===== src/core/gpr_pkg.sv =====
// Package for the pad register bank: map, reset values, carriers
package gpr_pkg;
  localparam int GPR_PINS = 64;
  localparam logic [31:0] GPR_BASE = 32'h8000_0000;
  localparam logic [6:0] OFF_DIR_LO = 7'h00;
  localparam logic [6:0] OFF_DIR_HI = 7'h04;
  localparam logic [6:0] OFF_OUT_LO = 7'h08;
  localparam logic [6:0] OFF_OUT_HI = 7'h0c;
  localparam logic [6:0] OFF_PEN_LO = 7'h10;
  localparam logic [6:0] OFF_PEN_HI = 7'h14;
  localparam logic [6:0] OFF_FN_Q0 = 7'h18;
  localparam logic [6:0] OFF_FN_Q1 = 7'h1c;
  localparam logic [6:0] OFF_FN_Q2 = 7'h20;
  localparam logic [6:0] OFF_FN_Q3 = 7'h24;
  localparam logic [6:0] OFF_SRC_LO = 7'h28;
  localparam logic [6:0] OFF_SRC_HI = 7'h2c;
  localparam logic [6:0] OFF_PPOL_LO = 7'h30;
  localparam logic [6:0] OFF_PPOL_HI = 7'h34;
  localparam logic [6:0] OFF_SCH_LO = 7'h38;
  localparam logic [6:0] OFF_SCH_HI = 7'h3c;
  localparam logic [6:0] OFF_HOLD_LO = 7'h40;
  localparam logic [6:0] OFF_HOLD_HI = 7'h44;
  localparam logic [6:0] OFF_OSET_LO = 7'h48;
  localparam logic [6:0] OFF_OSET_HI = 7'h4c;
  localparam logic [6:0] OFF_OCLR_LO = 7'h50;
  localparam logic [6:0] OFF_OCLR_HI = 7'h54;
  localparam logic [6:0] OFF_DSET_LO = 7'h58;
  localparam logic [6:0] OFF_DSET_HI = 7'h5c;
  localparam logic [6:0] OFF_DCLR_LO = 7'h60;
  localparam logic [6:0] OFF_DCLR_HI = 7'h64;
  localparam logic [6:0] OFF_LAST = 7'h64;
  // Keyboard interrupt lines 22..25 come up driven high
  localparam logic [63:0] RST_DIR = 64'h0000_0000_03c0_0000;
  localparam logic [63:0] RST_OUT = 64'h0000_0000_03c0_0000;
  localparam logic [63:0] RST_PEN = 64'hffff_ffff_ffff_ffff;
  localparam logic [63:0] RST_ZERO = 64'h0;
  localparam logic [1:0] FN_GPIO = 2'h0;

  typedef struct packed {
    logic sel;
    logic wr;
    logic [31:0] addr;
    logic [31:0] wdata;
  } gpr_req_t;

  typedef struct packed {
    logic [31:0] rdata;
    logic err;
  } gpr_rsp_t;

  // Per-pin pad controls, all 64 bits wide except function
  typedef struct packed {
    logic [63:0] out_en;
    logic [63:0] out_val;
    logic [63:0] pull_en;
    logic [63:0] pull_up;
    logic [63:0] schmitt;
    logic [63:0] holder;
    logic [63:0] alt_sel;
    logic [127:0] func;
  } gpr_pad_t;
endpackage : gpr_pkg


===== src/core/gpr_bank.sv =====
// Pad register bank: 64-pin direction, data and pad settings
`timescale 1ns/1ns
module gpr_bank
  import gpr_pkg::*;
(
  input wire logic clock,
  input wire logic nrst,
  input gpr_req_t req,
  output gpr_rsp_t rsp,
  output gpr_pad_t pad
);
  logic rst_meta_r;
  logic rst_sync_r;
  logic rst_n;

  always_ff @(posedge clock or negedge nrst) begin
    if (!nrst) begin
      rst_meta_r <= 1'b0;
      rst_sync_r <= 1'b0;
    end else begin
      rst_meta_r <= 1'b1;
      rst_sync_r <= rst_meta_r;
    end
  end
  assign rst_n = rst_sync_r;

  logic [63:0] dir_r;
  logic [63:0] out_r;
  logic [63:0] pen_r;
  logic [63:0] src_r;
  logic [63:0] ppol_r;
  logic [63:0] sch_r;
  logic [63:0] hold_r;
  logic [127:0] fn_r;
  logic [63:0] dir_nxt;
  logic [63:0] out_nxt;

  // Address decode
  wire in_bank = req.sel &&
    (req.addr[31:7] == GPR_BASE[31:7]) &&
    (req.addr[1:0] == 2'h0) &&
    (req.addr[6:0] <= OFF_LAST);
  wire [6:0] off = req.addr[6:0];
  wire wr = in_bank && req.wr;
  wire [31:0] wd = req.wdata;

  wire w_dir_lo = wr && (off == OFF_DIR_LO);
  wire w_dir_hi = wr && (off == OFF_DIR_HI);
  wire w_out_lo = wr && (off == OFF_OUT_LO);
  wire w_out_hi = wr && (off == OFF_OUT_HI);
  wire w_pen_lo = wr && (off == OFF_PEN_LO);
  wire w_pen_hi = wr && (off == OFF_PEN_HI);
  wire w_fn0 = wr && (off == OFF_FN_Q0);
  wire w_fn1 = wr && (off == OFF_FN_Q1);
  wire w_fn2 = wr && (off == OFF_FN_Q2);
  wire w_fn3 = wr && (off == OFF_FN_Q3);
  wire w_src_lo = wr && (off == OFF_SRC_LO);
  wire w_src_hi = wr && (off == OFF_SRC_HI);
  wire w_ppol_lo = wr && (off == OFF_PPOL_LO);
  wire w_ppol_hi = wr && (off == OFF_PPOL_HI);
  wire w_sch_lo = wr && (off == OFF_SCH_LO);
  wire w_sch_hi = wr && (off == OFF_SCH_HI);
  wire w_hold_lo = wr && (off == OFF_HOLD_LO);
  wire w_hold_hi = wr && (off == OFF_HOLD_HI);
  wire w_oset_lo = wr && (off == OFF_OSET_LO);
  wire w_oset_hi = wr && (off == OFF_OSET_HI);
  wire w_oclr_lo = wr && (off == OFF_OCLR_LO);
  wire w_oclr_hi = wr && (off == OFF_OCLR_HI);
  wire w_dset_lo = wr && (off == OFF_DSET_LO);
  wire w_dset_hi = wr && (off == OFF_DSET_HI);
  wire w_dclr_lo = wr && (off == OFF_DCLR_LO);
  wire w_dclr_hi = wr && (off == OFF_DCLR_HI);

  // Set/clear masks; the plain write of a word overrides the alias
  wire [63:0] oset = {w_oset_hi ? wd : 32'h0,
                      w_oset_lo ? wd : 32'h0};
  wire [63:0] oclr = {w_oclr_hi ? wd : 32'h0,
                      w_oclr_lo ? wd : 32'h0};
  wire [63:0] dset = {w_dset_hi ? wd : 32'h0,
                      w_dset_lo ? wd : 32'h0};
  wire [63:0] dclr = {w_dclr_hi ? wd : 32'h0,
                      w_dclr_lo ? wd : 32'h0};
  wire [63:0] out_alias = (out_r | oset) & ~oclr;
  wire [63:0] dir_alias = (dir_r | dset) & ~dclr;

  assign out_nxt = {w_out_hi ? wd : out_alias[63:32],
                    w_out_lo ? wd : out_alias[31:0]};
  assign dir_nxt = {w_dir_hi ? wd : dir_alias[63:32],
                    w_dir_lo ? wd : dir_alias[31:0]};

  always_ff @(posedge clock or negedge rst_n) begin
    if (!rst_n) begin
      dir_r <= RST_DIR;
      out_r <= RST_OUT;
    end else begin
      dir_r <= dir_nxt;
      out_r <= out_nxt;
    end
  end

  always_ff @(posedge clock or negedge rst_n) begin
    if (!rst_n) begin
      pen_r <= RST_PEN;
      src_r <= RST_ZERO;
      ppol_r <= RST_ZERO;
      sch_r <= RST_ZERO;
      hold_r <= RST_ZERO;
    end else begin
      if (w_pen_lo) pen_r[31:0] <= wd;
      if (w_pen_hi) pen_r[63:32] <= wd;
      if (w_src_lo) src_r[31:0] <= wd;
      if (w_src_hi) src_r[63:32] <= wd;
      if (w_ppol_lo) ppol_r[31:0] <= wd;
      if (w_ppol_hi) ppol_r[63:32] <= wd;
      if (w_sch_lo) sch_r[31:0] <= wd;
      if (w_sch_hi) sch_r[63:32] <= wd;
      if (w_hold_lo) hold_r[31:0] <= wd;
      if (w_hold_hi) hold_r[63:32] <= wd;
    end
  end

  always_ff @(posedge clock or negedge rst_n) begin
    if (!rst_n) begin
      fn_r <= {2*GPR_PINS{1'b0}};
    end else begin
      if (w_fn0) fn_r[31:0] <= wd;
      if (w_fn1) fn_r[63:32] <= wd;
      if (w_fn2) fn_r[95:64] <= wd;
      if (w_fn3) fn_r[127:96] <= wd;
    end
  end

  // Per-pin pad decisions
  logic [63:0] is_gpio;
  logic [63:0] oe_nxt;
  logic [63:0] pull_nxt;
  genvar g;
  generate
    for (g = 0; g < GPR_PINS; g++) begin : g_pin
      assign is_gpio[g] = (fn_r[2*g +: 2] == FN_GPIO);
      assign oe_nxt[g] = is_gpio[g] && dir_r[g];
      // Alternate functions own their direction; only GPIO outputs
      // force the pull off here
      assign pull_nxt[g] = pen_r[g] && !oe_nxt[g];
    end
  endgenerate

  // Read mux; aliases read as zero
  logic [31:0] rd_nxt;
  always_comb begin
    rd_nxt = 32'h0;
    case (off)
      OFF_DIR_LO: rd_nxt = dir_r[31:0];
      OFF_DIR_HI: rd_nxt = dir_r[63:32];
      OFF_OUT_LO: rd_nxt = out_r[31:0];
      OFF_OUT_HI: rd_nxt = out_r[63:32];
      OFF_PEN_LO: rd_nxt = pen_r[31:0];
      OFF_PEN_HI: rd_nxt = pen_r[63:32];
      OFF_FN_Q0: rd_nxt = fn_r[31:0];
      OFF_FN_Q1: rd_nxt = fn_r[63:32];
      OFF_FN_Q2: rd_nxt = fn_r[95:64];
      OFF_FN_Q3: rd_nxt = fn_r[127:96];
      OFF_SRC_LO: rd_nxt = src_r[31:0];
      OFF_SRC_HI: rd_nxt = src_r[63:32];
      OFF_PPOL_LO: rd_nxt = ppol_r[31:0];
      OFF_PPOL_HI: rd_nxt = ppol_r[63:32];
      OFF_SCH_LO: rd_nxt = sch_r[31:0];
      OFF_SCH_HI: rd_nxt = sch_r[63:32];
      OFF_HOLD_LO: rd_nxt = hold_r[31:0];
      OFF_HOLD_HI: rd_nxt = hold_r[63:32];
      default: rd_nxt = 32'h0;
    endcase
  end

  // Registered outputs; pad follows register state one cycle later
  always_ff @(posedge clock or negedge rst_n) begin
    if (!rst_n) begin
      rsp <= '0;
      pad <= '0;
    end else begin
      rsp.rdata <= (in_bank && !req.wr) ? rd_nxt : 32'h0;
      // Stray access inside the window but off the map
      rsp.err <= req.sel && !in_bank &&
        (req.addr[31:7] == GPR_BASE[31:7]);
      pad.out_en <= oe_nxt;
      pad.out_val <= out_r & oe_nxt;
      pad.pull_en <= pull_nxt;
      pad.pull_up <= ppol_r;
      pad.schmitt <= sch_r;
      pad.holder <= hold_r;
      pad.alt_sel <= src_r;
      pad.func <= fn_r;
    end
  end

  // Pad checks that compare with $past skip the first edge after reset, where the pad flops
  // still hold their reset zeros
  a_pad_drive: assert property (
    @(posedge clock) disable iff (!rst_n)
    $past(rst_n) |-> pad.out_en == ($past(is_gpio) & $past(dir_r)))
    else $error("pad enable not from gpio direction");
  a_out_drive: assert property (
    @(posedge clock) disable iff (!rst_n)
    $past(rst_n) |-> pad.out_val == ($past(out_r) & pad.out_en))
    else $error("pad value not from output data");
  a_pull_off: assert property (
    @(posedge clock) disable iff (!rst_n)
    (pad.out_en & pad.pull_en) == 64'h0)
    else $error("pull on while driving");
  a_pull_input: assert property (
    @(posedge clock) disable iff (!rst_n)
    $past(rst_n) |-> pad.pull_en == ($past(pen_r) & ~pad.out_en))
    else $error("input pull not from pull enable");
  a_alt_block: assert property (
    @(posedge clock) disable iff (!rst_n)
    (fn_r[1:0] != FN_GPIO) |=> !pad.out_en[0])
    else $error("alternate pin driven by gpio");
  a_pad_copy: assert property (
    @(posedge clock) disable iff (!rst_n)
    $past(rst_n) |-> (pad.pull_up == $past(ppol_r)) &&
      (pad.schmitt == $past(sch_r)) && (pad.holder == $past(hold_r)) &&
      (pad.alt_sel == $past(src_r)) && (pad.func == $past(fn_r)))
    else $error("pad setting copy wrong");

  // Plain word writes land at the request edge
  a_dir_write: assert property (
    @(posedge clock) disable iff (!rst_n)
    w_dir_lo |=> dir_r[31:0] == $past(wd))
    else $error("direction write lost");
  a_dir_hi_write: assert property (
    @(posedge clock) disable iff (!rst_n)
    w_dir_hi |=> dir_r[63:32] == $past(wd))
    else $error("upper direction write lost");
  a_out_write: assert property (
    @(posedge clock) disable iff (!rst_n)
    w_out_lo |=> out_r[31:0] == $past(wd))
    else $error("output data write lost");
  a_out_hi_write: assert property (
    @(posedge clock) disable iff (!rst_n)
    w_out_hi |=> out_r[63:32] == $past(wd))
    else $error("upper output data write lost");
  a_pen_write: assert property (
    @(posedge clock) disable iff (!rst_n)
    w_pen_hi |=> pen_r[63:32] == $past(wd))
    else $error("pull enable write lost");
  a_pen_lo_write: assert property (
    @(posedge clock) disable iff (!rst_n)
    w_pen_lo |=> pen_r[31:0] == $past(wd))
    else $error("lower pull enable write lost");
  a_fn_write: assert property (
    @(posedge clock) disable iff (!rst_n)
    w_fn2 |=> fn_r[95:64] == $past(wd))
    else $error("function write lost");
  a_fn_q0_write: assert property (
    @(posedge clock) disable iff (!rst_n)
    w_fn0 |=> fn_r[31:0] == $past(wd))
    else $error("first function write lost");
  a_fn_q3_write: assert property (
    @(posedge clock) disable iff (!rst_n)
    w_fn3 |=> fn_r[127:96] == $past(wd))
    else $error("last function write lost");
  a_src_write: assert property (
    @(posedge clock) disable iff (!rst_n)
    w_src_lo |=> src_r[31:0] == $past(wd))
    else $error("data select write lost");
  a_ppol_write: assert property (
    @(posedge clock) disable iff (!rst_n)
    w_ppol_lo |=> ppol_r[31:0] == $past(wd))
    else $error("pull polarity write lost");
  a_sch_write: assert property (
    @(posedge clock) disable iff (!rst_n)
    w_sch_lo |=> sch_r[31:0] == $past(wd))
    else $error("hysteresis write lost");
  a_hold_write: assert property (
    @(posedge clock) disable iff (!rst_n)
    w_hold_lo |=> hold_r[31:0] == $past(wd))
    else $error("keeper write lost");

  // Aliases change only the bits written as one
  a_out_set: assert property (
    @(posedge clock) disable iff (!rst_n)
    w_oset_lo |=> ((out_r[31:0] & $past(wd)) == $past(wd)))
    else $error("data set missed bits");
  a_out_hi_set: assert property (
    @(posedge clock) disable iff (!rst_n)
    w_oset_hi |=> ((out_r[63:32] & $past(wd)) == $past(wd)))
    else $error("upper data set missed bits");
  a_out_clr: assert property (
    @(posedge clock) disable iff (!rst_n)
    w_oclr_hi |=> ((out_r[63:32] & $past(wd)) == 32'h0))
    else $error("data clear missed bits");
  a_out_lo_clr: assert property (
    @(posedge clock) disable iff (!rst_n)
    w_oclr_lo |=> ((out_r[31:0] & $past(wd)) == 32'h0))
    else $error("lower data clear missed bits");
  a_out_keep: assert property (
    @(posedge clock) disable iff (!rst_n)
    w_oclr_lo |=> ((out_r[31:0] & ~$past(wd))
      == ($past(out_r[31:0]) & ~$past(wd))))
    else $error("data clear touched zero bits");
  a_dir_set: assert property (
    @(posedge clock) disable iff (!rst_n)
    w_dset_lo |=> ((dir_r[31:0] & $past(wd)) == $past(wd)))
    else $error("direction set missed bits");
  a_dir_hi_set: assert property (
    @(posedge clock) disable iff (!rst_n)
    w_dset_hi |=> ((dir_r[63:32] & $past(wd)) == $past(wd)))
    else $error("upper direction set missed bits");
  a_dir_clr: assert property (
    @(posedge clock) disable iff (!rst_n)
    w_dclr_lo |=> ((dir_r[31:0] & $past(wd)) == 32'h0))
    else $error("direction clear missed bits");
  a_dir_hi_clr: assert property (
    @(posedge clock) disable iff (!rst_n)
    w_dclr_hi |=> ((dir_r[63:32] & $past(wd)) == 32'h0))
    else $error("upper direction clear missed bits");
  a_dir_keep: assert property (
    @(posedge clock) disable iff (!rst_n)
    w_dset_lo |=> ((dir_r[31:0] & ~$past(wd))
      == ($past(dir_r[31:0]) & ~$past(wd))))
    else $error("direction set touched zero bits");

  // Read data stands for the one cycle after the request edge
  a_alias_zero: assert property (
    @(posedge clock) disable iff (!rst_n)
    (in_bank && !req.wr && off >= OFF_OSET_LO) |=> rsp.rdata == 32'h0)
    else $error("write-only register read nonzero");
  a_dir_read: assert property (
    @(posedge clock) disable iff (!rst_n)
    (in_bank && !req.wr && off == OFF_DIR_HI) |=>
      rsp.rdata == $past(dir_r[63:32]))
    else $error("direction read wrong");
  a_out_read: assert property (
    @(posedge clock) disable iff (!rst_n)
    (in_bank && !req.wr && off == OFF_OUT_LO) |=>
      rsp.rdata == $past(out_r[31:0]))
    else $error("output data read wrong");
  a_rd_idle: assert property (
    @(posedge clock) disable iff (!rst_n)
    !(in_bank && !req.wr) |=> rsp.rdata == 32'h0)
    else $error("read data not idle zero");
  a_stray_err: assert property (
    @(posedge clock) disable iff (!rst_n)
    (req.sel && (req.addr[31:7] == GPR_BASE[31:7]) &&
      ((req.addr[1:0] != 2'h0) || (off > OFF_LAST))) |=> rsp.err)
    else $error("stray access not flagged");

  c_set_write: cover property (@(posedge clock) disable iff (!rst_n)
    w_oset_hi);
  c_drive_pin: cover property (@(posedge clock) disable iff (!rst_n)
    w_dir_lo ##2 pad.out_en[0]);
  c_alt_mode: cover property (@(posedge clock) disable iff (!rst_n)
    w_fn0 ##1 fn_r[1:0] != FN_GPIO);
  c_bad_addr: cover property (@(posedge clock) disable iff (!rst_n)
    rsp.err);
  c_read_back: cover property (@(posedge clock) disable iff (!rst_n)
    (in_bank && !req.wr) ##1 (rsp.rdata != 32'h0));
endmodule : gpr_bank


===== config.mk =====
export PLATFORM = sky130hd
export DESIGN_NAME = gpr_bank
export DESIGN_NICKNAME = d
export VERILOG_FILES = /design/src/core/gpr_pkg.sv /design/src/core/gpr_bank.sv
export SDC_FILE = /design/constraint.sdc
export NUM_CORES = 1
export LEC_CHECK = 0
export ABC_CLOCK_PERIOD_IN_PS = 49700
export BUFFER_PORTS_ARGS = -buffer_cell sky130_fd_sc_hd__buf_2
export CORE_MARGIN = 2
export CORE_UTILIZATION = 35
export CTS_CLUSTER_DIAMETER = 80
export DETAILED_ROUTE_END_ITERATION = 6
export GPL_TIMING_DRIVEN = 0
export PLACE_DENSITY_LB_ADDON = 0.1
export SYNTH_ARGS = -nofsm -noshare
export SYNTH_HDL_FRONTEND = slang
export SYNTH_SLANG_ARGS = --single-unit

===== constraint.sdc =====
create_clock -name clock -period 49.7 [get_ports clock]
set_input_delay 9.94 -clock clock [delete_from_list [all_inputs] [get_ports clock]]
set_output_delay 9.94 -clock clock [all_outputs]
set_load 0.05 [all_outputs]

# Word level (Yosys, flattened, before mapping)
# Cells that the tools add are included.
[op_classes] mux=14 n_bitwise=7 order_cmp=1 eq_ne=26 reduce_logical=293
[op_table] operator="32-bit case mux with 18 select lines" n=1
[op_table] operator="32-bit two-way mux" n=13
[op_table] operator="64-bit bitwise AND" n=3
[op_table] operator="1-bit logical AND" n=161
[op_table] operator="2-bit logical NOT" n=65
[op_table] operator="64-bit NOT" n=2
[op_table] operator="64-bit bitwise OR" n=2
[op_table] operator="7-bit == test (second input constant)" n=10
[op_table] operator="1-bit logical NOT" n=66
[op_table] operator="7-bit by 6-bit == test with 1-bit output (second input constant)" n=8
[op_table] operator="7-bit by 5-bit == test with 1-bit output (second input constant)" n=4
[op_table] operator="25-bit == test (second input constant)" n=1
[op_table] operator="7-bit by 4-bit == test with 1-bit output (second input constant)" n=2
[op_table] operator="7-bit by 3-bit == test with 1-bit output (second input constant)" n=1
[op_table] operator="7-bit <= comparator (second input constant)" n=1
[op_table] operator="7-bit logical NOT" n=1
[word_totals] inputBits=68 regBits=1187 out_inout_bits=609 wordCells=369

# Logic depth before layout (Yosys ltp)
# Gate-level depths: netlist of run 1.
[logic_depth] ltp_word=10 mapped_depth=9 depth_no_buf=5

# Worst setup path before layout of run 1
# Ideal clock, no wire load.
[synth_path] path_kind="input-to-reg" start="input port req[40] (netlist name)" end="register fn_r[100]" arrival_ns=11.793 path_stages=6 path_slack_ns=37.782 n_path_buf=1 setup_ns=0.125 required_ns=49.575 path_cell_list="nor4b_1 > nand4_2 > or3_1 > nor2_4 > buf_4 > mux2_2"
[synth_between] elab_chain_cells=6
[synth_lines] item="start, declared" line_no="gpr_bank.sv:8" source="input gpr_req_t req,"
[synth_lines] item="25-bit == test" line_no="gpr_bank.sv:40" source="(req.addr[31:7] == GPR_BASE[31:7]) &&"
[synth_lines] item="1-bit logical AND" line_no="gpr_bank.sv:39" source="wire in_bank = req.sel &&"
[synth_lines] item="1-bit logical AND" line_no="gpr_bank.sv:40"
[synth_lines] item="1-bit logical AND" line_no="gpr_bank.sv:41" source="(req.addr[1:0] == 2'h0) &&"
[synth_lines] item="1-bit logical AND" line_no="gpr_bank.sv:44" source="wire wr = in_bank && req.wr;"
[synth_lines] item="1-bit logical AND" line_no="gpr_bank.sv:56" source="wire w_fn3 = wr && (off == OFF_FN_Q3);"
[synth_lines] item="end signal, assigned" line_no="gpr_bank.sv:124" source="fn_r <= {2*GPR_PINS{1'b0}};"
[synth_lines] item="end signal, assigned" line_no="gpr_bank.sv:129" source="if (w_fn3) fn_r[127:96] <= wd;"
[synth_lines] item="end, declared" line_no="gpr_bank.sv:34" source="logic [127:0] fn_r;"
# No other way between the ends.
# A chain may end at the register's enable or synchronous reset.

# Worst setup path in the final report of run 1
[layout_path] start="input port req[36] (netlist name)" end="register rsp[14] (netlist name)"
[layout_between] elab_chain_cells=4 elab_cells_between_ends=23 classes_between="order compare: 1; eq/ne: 17; mux: 2; reduce/logical: 3"
[layout_lines] item="7-bit <= comparator" line_no="gpr_bank.sv:42" source="(req.addr[6:0] <= OFF_LAST);"
[layout_lines] item="1-bit logical AND" line_no="gpr_bank.sv:41"
[layout_lines] item="1-bit logical AND" line_no="gpr_bank.sv:181" source="rsp.rdata <= (in_bank && !req.wr) ? rd_nxt : 32'h0;"
[layout_lines] item="32-bit two-way mux *" line_no="gpr_bank.sv:181"
[layout_lines] item="end, declared" line_no="gpr_bank.sv:9" source="output gpr_rsp_t rsp,"
# Every way passes the cells marked *; elsewhere a longest branch is shown, timed or not.

==> flow_summary.json, run 1 <==
{
  "outcome": "finished, violations left",
  "failed_checks": "capacitance limit, slew limit",
  "start_kind": "primary input",
  "cts.path.max_buffers": 3,
  "drv_slew": 78,
  "fin_crit_sh_pct": 27.53,
  "peakVddDrop_uv": 37.18,
  "rr_worst_depth": 6,
  "gp_congestion": 0.9533,
  "portBuffers": 642,
  "end_kind": "register",
  "die_y_um": 362.0,
  "final.setup_skew_ns": 0.03751,
  "post-dp-hpwl_mm": 164.5,
  "max-slew-margin-rel_pct": -7.696,
  "yosysTopAreaCell": "dfrtp_1",
  "total_leakage_power_nw": 28.48,
  "syn-cell-area_sq_um": 44850,
  "track_usage_pct": 34.22,
  "grt_pass1_vias": 32990,
  "fin_cells": 5691,
  "fmax_mhz": 73.10,
  "start_util_pct": 35.21,
  "setup_viol": 0,
  "vias": 33220,
  "final_nets": 3968,
  "cts.sinks": 1187,
  "die_w_um": 362.0,
  "synth.most_common_cell": "dfrtp_1",
  "synth_cell_type_count": 69,
  "worst-setup-path-type": "primary input to register",
  "avgRoutedWirePerCell_um": 39.83,
  "syn_inst": 3085,
  "clockRootBuffer": "clkbuf_16",
  "finalWorstSetupSlack_ns": 36.02,
  "cts.clk_slew.worst_paths_ns": 0.06,
  "drive_gt1_share_pct": 39.71,
  "avgSynthCellArea_sq_um": 14.54,
  "first_iter_violations": 4092,
  "ctsHoldBuffers": 0,
  "cts_resized": 0,
  "dieArea_sq_um": 131000,
  "synthArstFlopShare_pct": 100.0,
  "htree_levels": 4,
  "crit_chain": "buf_2 -> buf_2 -> buf_2 -> buf_2 -> nor3b_2 -> buf_6 -> clkbuf_1 -> nand2_1 -> o21ai_0 -> o21ai_0 -> a41oi_1",
  "post-place-ws_ns": 35.58,
  "critPathArrivalTime_ns": 14.30,
  "synth_edf_count": 0,
  "path_common_cell": "buf_2",
  "grt_pass1_wl_mm": 299.4,
  "power.density_nw_per_um2": 37.67,
  "gr-total-overflow": 0,
  "rsz0062_at_grt": "false",
  "synth_top_area_share_pct": 62.21,
  "postCtsSetupBuffers": 0,
  "worst_path_max_delay_cell": "clkbuf_1",
  "hold_viol": 0,
  "cp_data_required_time_ns": 50.32,
  "ys_seq_elements": 1187,
  "cp.depth": 11,
  "ys.flop_type": "dfrtp_1",
  "clock_latency_ns": 0.81,
  "dr.pass1.iters": 6,
  "ys_warn_count": 0,
  "setup_tns_ns": 0,
  "viasPerCell": 5.838,
  "path_max_fanout": 10,
  "worst_pin_slew_ns": 1.615,
  "ys_seq_area_share_pct": 66.43,
  "cp_num_buf_inv": 6,
  "num-fill-cells": 11840,
  "antenna_found_initial": 37,
  "hold_class": "register to asynchronous set/reset pin",
  "syn-num-nets": 3153,
  "dp_cells": 5425,
  "fin_crit_ns": 13.68,
  "rows": 131,
  "pin_count": 677,
  "slowest_delay_ns": 1.11,
  "wl_mm": 226.7,
  "drc": 0,
  "netlist_top_cells_count": "1115 x dfrtp_1, 467 x mux2_2, 190 x mux2i_1, 163 x clkbuf_1, 112 x a22o_1",
  "total_power_mw": 2.096,
  "numCtsBuffers": 135,
  "cap_violations": 8,
  "cts_tree": "done",
  "grt_start_max_net_pins": 69,
  "syn_to_final_growth_pct": 24.07,
  "synth.area.top_cells": "dfrtp_1 62%, mux2_2 12%, mux2i_1 4.2%",
  "cp_top_family": "buffers and inverters",
  "core_area_sq_um": 127400,
  "antenna_left": 0
}
-- through the flow --
step / instance area, sq um / hold WS [ns] / utilization (%)
6_report: 55640 / 0.2712 / 43.69
5_1_grt: 55610 / 0.3189 / 43.66
4_1_cts: 55600 / 0.2963 / 43.65
3_5_place_dp: 50970 / 0.2897 / 40.02
3_3_place_gp: 50140 / 0.3373 / 39.37
2_1_floorplan: 44850 / 0.3312 / -
-- worst paths after layout --
| check | start | end | slack [ns] |
|---|---|---|---|
| worst max-delay path | req[36] | rsp[14]$_DFF_PN0_ | 36.02 |
| worst min-delay path | rst_n$_DFF_PN0_ | pad[364]$_DFF_PN0_ | 0.27 |
| worst max register to register | rst_n$_DFF_PN0_ | pen_r[33]$_DFFE_PN1P_ | 47.08 |
| worst min register to register | rst_n$_DFF_PN0_ | pad[364]$_DFF_PN0_ | 0.27 |
| max in group asynchronous | nrst | rst_n$_DFF_PN0_ | 40.67 |
| min in group clock | rst_meta_r$_DFF_PN0_ | rst_n$_DFF_PN0_ | 0.35 |
-- state kept, by name, summed over array words and instances, names as in the netlist --
| signal | flops |
|---|---|
| dir_r | 64 |
| fn_r | 128 |
| hold_r | 64 |
| out_r | 64 |
| pad | 576 |
| pen_r | 64 |
| ppol_r | 64 |
| rsp | 33 |
| rst_meta_r | 1 |
| rst_n | 1 |
| sch_r | 64 |
| src_r | 64 |
-- cell type report --
cell class                 instances  area [sq um]  area share, %
sequential                      1187         29800          53.55
multi-input combinational       1628         13950          25.07
timing repair buffer             678          3979          7.151
clock buffer                     192          3855          6.928
tap                             1662          2079          3.737
buffer                           268          1162          2.089
clock inverter                    57         770.7          1.385
antenna                           17         42.54        0.07646
inverter                           2         7.507        0.01349
-- power breakdown --
group	internal [mW]	total, mW	leakage (nW)	switching (mW)
logic	0.0156	0.0832	9.90	0.0676
clock network	0.611	1.05	2.25	0.435
registers	0.967	0.967	16.3	0.000526
-- metal layers --
metal	vias to the layer above	track usage, %	part of all wire [%]
met2	2225	51.39	44
met5	-	0	0.060
met4	20	18.33	6.0
met1	17590	44.28	39
met3	585	10.57	11
li1	12800	-	-
-- cell usage in the layout (no fill, tap or decap), types with 14 or more instances in the layout --
cell type,netlist,layout
o21ai_1,30,30
a22o_1,112,112
buf_2,83,730
and2_1,67,67
o21ai_0,44,44
clkbuf_8,0,22
nand3_1,45,45
a22oi_1,78,78
diode_2,0,17
buf_16,0,20
clkinv_2,0,21
mux4_2,17,17
mux2i_1,190,190
a31oi_1,27,27
nand2_1,107,107
clkbuf_16,0,137
clkbuf_1,163,190
nor3b_1,67,64
o221ai_1,32,32
a21oi_1,38,38
a221oi_1,14,14
nor2_1,46,39
nor2b_1,72,71
dfrtp_1,1115,1114
dfstp_2,72,72
mux2_2,467,467
mux2_1,19,19
o22ai_1,28,28
-- cells by family (layout without fill, tap and decap cells) --
logic type,after synthesis,in the layout,synth area share [%]
multiplexers,693,693,17.30
other,1,18,0.008362
flip-flops,1187,1187,66.43
AO/OA/AOI/OAI,459,459,7.513
buffers and inverters,270,1197,2.578
AND/OR/NAND/NOR,475,475,6.171
-- worst reg2reg max path: cells and delay by family, from the launching register on --
family | cells | cell delay [ns]
DFF | 1 | 0.70
buffers and inverters | 6 | 2.00
Note: power is estimated with default switching activity, not from simulation.
==> run 2: changes to the inputs <==
- ABC_CLOCK_PERIOD_IN_PS: 49700 -> 12100
- clock period: 49.7 -> 12.1 ns (I/O delays scaled with it)
==> run 2 against run 1 <==
The flow finishes with violations (DRC, capacitance limit, slew limit). Worst hold slack worse by 0.029 ns. Setup slack got worse by 30 ns. Critical path depth unchanged. Die area did not move. Flip-flop and latch count unchanged. Sequential share of layout area up 0.10 points. Count of clock-buffer cells in the layout increased by 5. Global-route usage increased by 0.070 points. Via count rose by 0.80%. Critical path type unchanged.
==> flow_summary.json, run 2 (synthesis results as in run 1) <==
{
  "path_common_cell": "buf_2",
  "fin_cells": 5691,
  "cap_violations": 11,
  "dp_cells": 5422,
  "final_common_cell": "dfrtp_1",
  "clockRootBuffer": "clkbuf_16",
  "postCtsSetupBuffers": 0,
  "max-slew-margin-rel_pct": -15.52,
  "ctsHoldBuffers": 0,
  "total_leakage_power_nw": 28.43,
  "numCtsBuffers": 136,
  "dr.pass1.iters": 7,
  "reg2reg_slack_ns": 9.51,
  "antenna_found_initial": 39,
  "hold_viol": 0,
  "start_kind": "primary input",
  "crit_chain": "buf_2 -> buf_2 -> buf_2 -> buf_2 -> nor3b_2 -> buf_6 -> nand2_1 -> clkbuf_1 -> o32ai_1 -> nor3_1 -> a21oi_1",
  "multiInputGateArea_sq_um": 13950,
  "drive_gt1_share_pct": 39.63,
  "seq_area_sq_um": 29800,
  "gr-total-overflow": 0,
  "mostFrequentLayoutCells": "1114 x dfrtp_1, 730 x buf_2, 467 x mux2_2, 190 x mux2i_1, 189 x clkbuf_1",
  "dpl-instance-area_sq_um": 50950,
  "final_core_util_pct": 43.61,
  "clock_latency_ns": 0.79,
  "drv_slew": 101,
  "final.setup_skew_ns": 0.02914,
  "critPathArrivalTime_ns": 6.80,
  "fin_crit_sh_pct": 51.43,
  "worst_pin_slew_ns": 1.733,
  "cts.clk_slew.worst_paths_ns": 0.06,
  "end_kind": "register",
  "regToRegStartpoint": "rst_n$_DFF_PN0_",
  "antenna_left": 0,
  "rsz0062_at_grt": "false",
  "finalWorstSetupSlack_ns": 5.877,
  "pin_count": 677,
  "cp_data_required_time_ns": 12.67,
  "setup_viol": 0,
  "cts.path.max_buffers": 3,
  "grt_pass1_wl_mm": 300.3,
  "largestRegisters": "pad (576), fn_r (128)",
  "wl_mm": 228.1,
  "dieArea_sq_um": 131000,
  "track_usage_pct": 34.29,
  "first_iter_violations": 4436,
  "rr_endpoint": "pen_r[0]$_DFFE_PN1P_",
  "outcome": "finished, violations left",
  "gp_congestion": 0.9617,
  "regMostFlops": "pad",
  "final_nets": 3967,
  "fin_area_sq_um": 55540,
  "cts.sinks": 1187,
  "htree_levels": 4,
  "post-dp-hpwl_mm": 164.4,
  "failed_checks": "DRC, capacitance limit, slew limit",
  "cts_tree": "done",
  "num-fill-cells": 11940,
  "hold_class": "register to asynchronous set/reset pin",
  "core_area_sq_um": 127400,
  "worst_path_max_delay_cell": "clkbuf_1",
  "start_util_pct": 35.21,
  "slowest_delay_ns": 1.21,
  "grt_start_max_net_pins": 73,
  "rr_worst_depth": 6,
  "vias": 33490,
  "grt_pass1_vias": 32890,
  "largest_register_ffs": 576,
  "syn_to_final_growth_pct": 23.83,
  "peakVddDrop_uv": 155.4,
  "portBuffers": 642,
  "die_w_um": 362.0,
  "fmax_mhz": 160.7,
  "power.density_nw_per_um2": 153.5,
  "fin_crit_ns": 6.223,
  "die_y_um": 362.0,
  "avgRoutedWirePerCell_um": 40.07,
  "rows": 131,
  "post-place-ws_ns": 5.311,
  "cts_resized": 0,
  "worst-setup-path-type": "primary input to register",
  "viasPerCell": 5.884,
  "drc": 1,
  "path_max_fanout": 10
}
## run 2: cell count changes in the layout (fill, tap and decap cells not counted), sizes merged
cell / change
clkbuf: +6
buf: -3
clkinv: -3
bufinv: -3
clkinvlp: -2
inv: -5
diode: +10
## run 2: power breakdown
part / leakage [nW] / internal, mW / switching (mW)
Combinational: 9.90 / 0.0641 / 0.279
Clock: 2.21 / 2.47 / 1.73
Sequential: 16.3 / 3.97 / 0.00182
## run 2: final cells by class
class | count | share of cell area [%]
multi-input cells | 1628 | 25.12
clock inverters | 44 | 0.9575
diodes | 27 | 0.1217
well taps | 1662 | 3.744
repair buffers | 676 | 7.153
flip-flops and latches | 1187 | 53.65
clock buffers | 197 | 7.144
inverters | 2 | 0.01352
plain buffers | 268 | 2.095
## run 2: metrics by stage
step                hold WS [ns]  total power, mW  TNS [ns]
global route              0.2724            8.734         0
global placement          0.3369            4.348  -4520.42
finish                    0.2425            8.526         0
detailed placement        0.2590            4.377         0
CTS                       0.2560            8.551         0
floorplan                 0.3312            4.196         0
## run 2: worst max-delay path: cells and delay by family
family / cells / cell delay, ns
buf+inv: 6 / 2.75
simple gates: 3 / 1.10
compound gates: 2 / 0.49
## run 2: worst max path at each step
| stage | to | cells after the start | slack (ns) | from |
|---|---|---|---|---|
| after floorplan | dir_r[0]$_DFF_PN0_ | 0 | 0.78 | rst_n$_DFF_PN0_ |
| after global placement | pad[97]$_DFF_PN0_ | 0 | -4.22 | rst_n$_DFF_PN0_ |
| after detailed placement | rsp[14]$_DFF_PN0_ | 7 | 5.31 | req[35] |
| after CTS | rsp[14]$_DFF_PN0_ | 7 | 6.13 | req[35] |
| after global routing | rsp[3]$_DFF_PN0_ | 11 | 6.19 | req[36] |
| final | rsp[3]$_DFF_PN0_ | 11 | 5.88 | req[36] |
## run 2: layer usage
layer,routed length (um),share of wire [%],GRT usage [%],vias to the layer above
li1,-,-,-,12780
met1,89540,39,44.44,17850
met2,101700,45,51.36,2288
met5,109,0.048,0,-
met4,12650,5.5,17.75,16
met3,24070,11,11.03,554
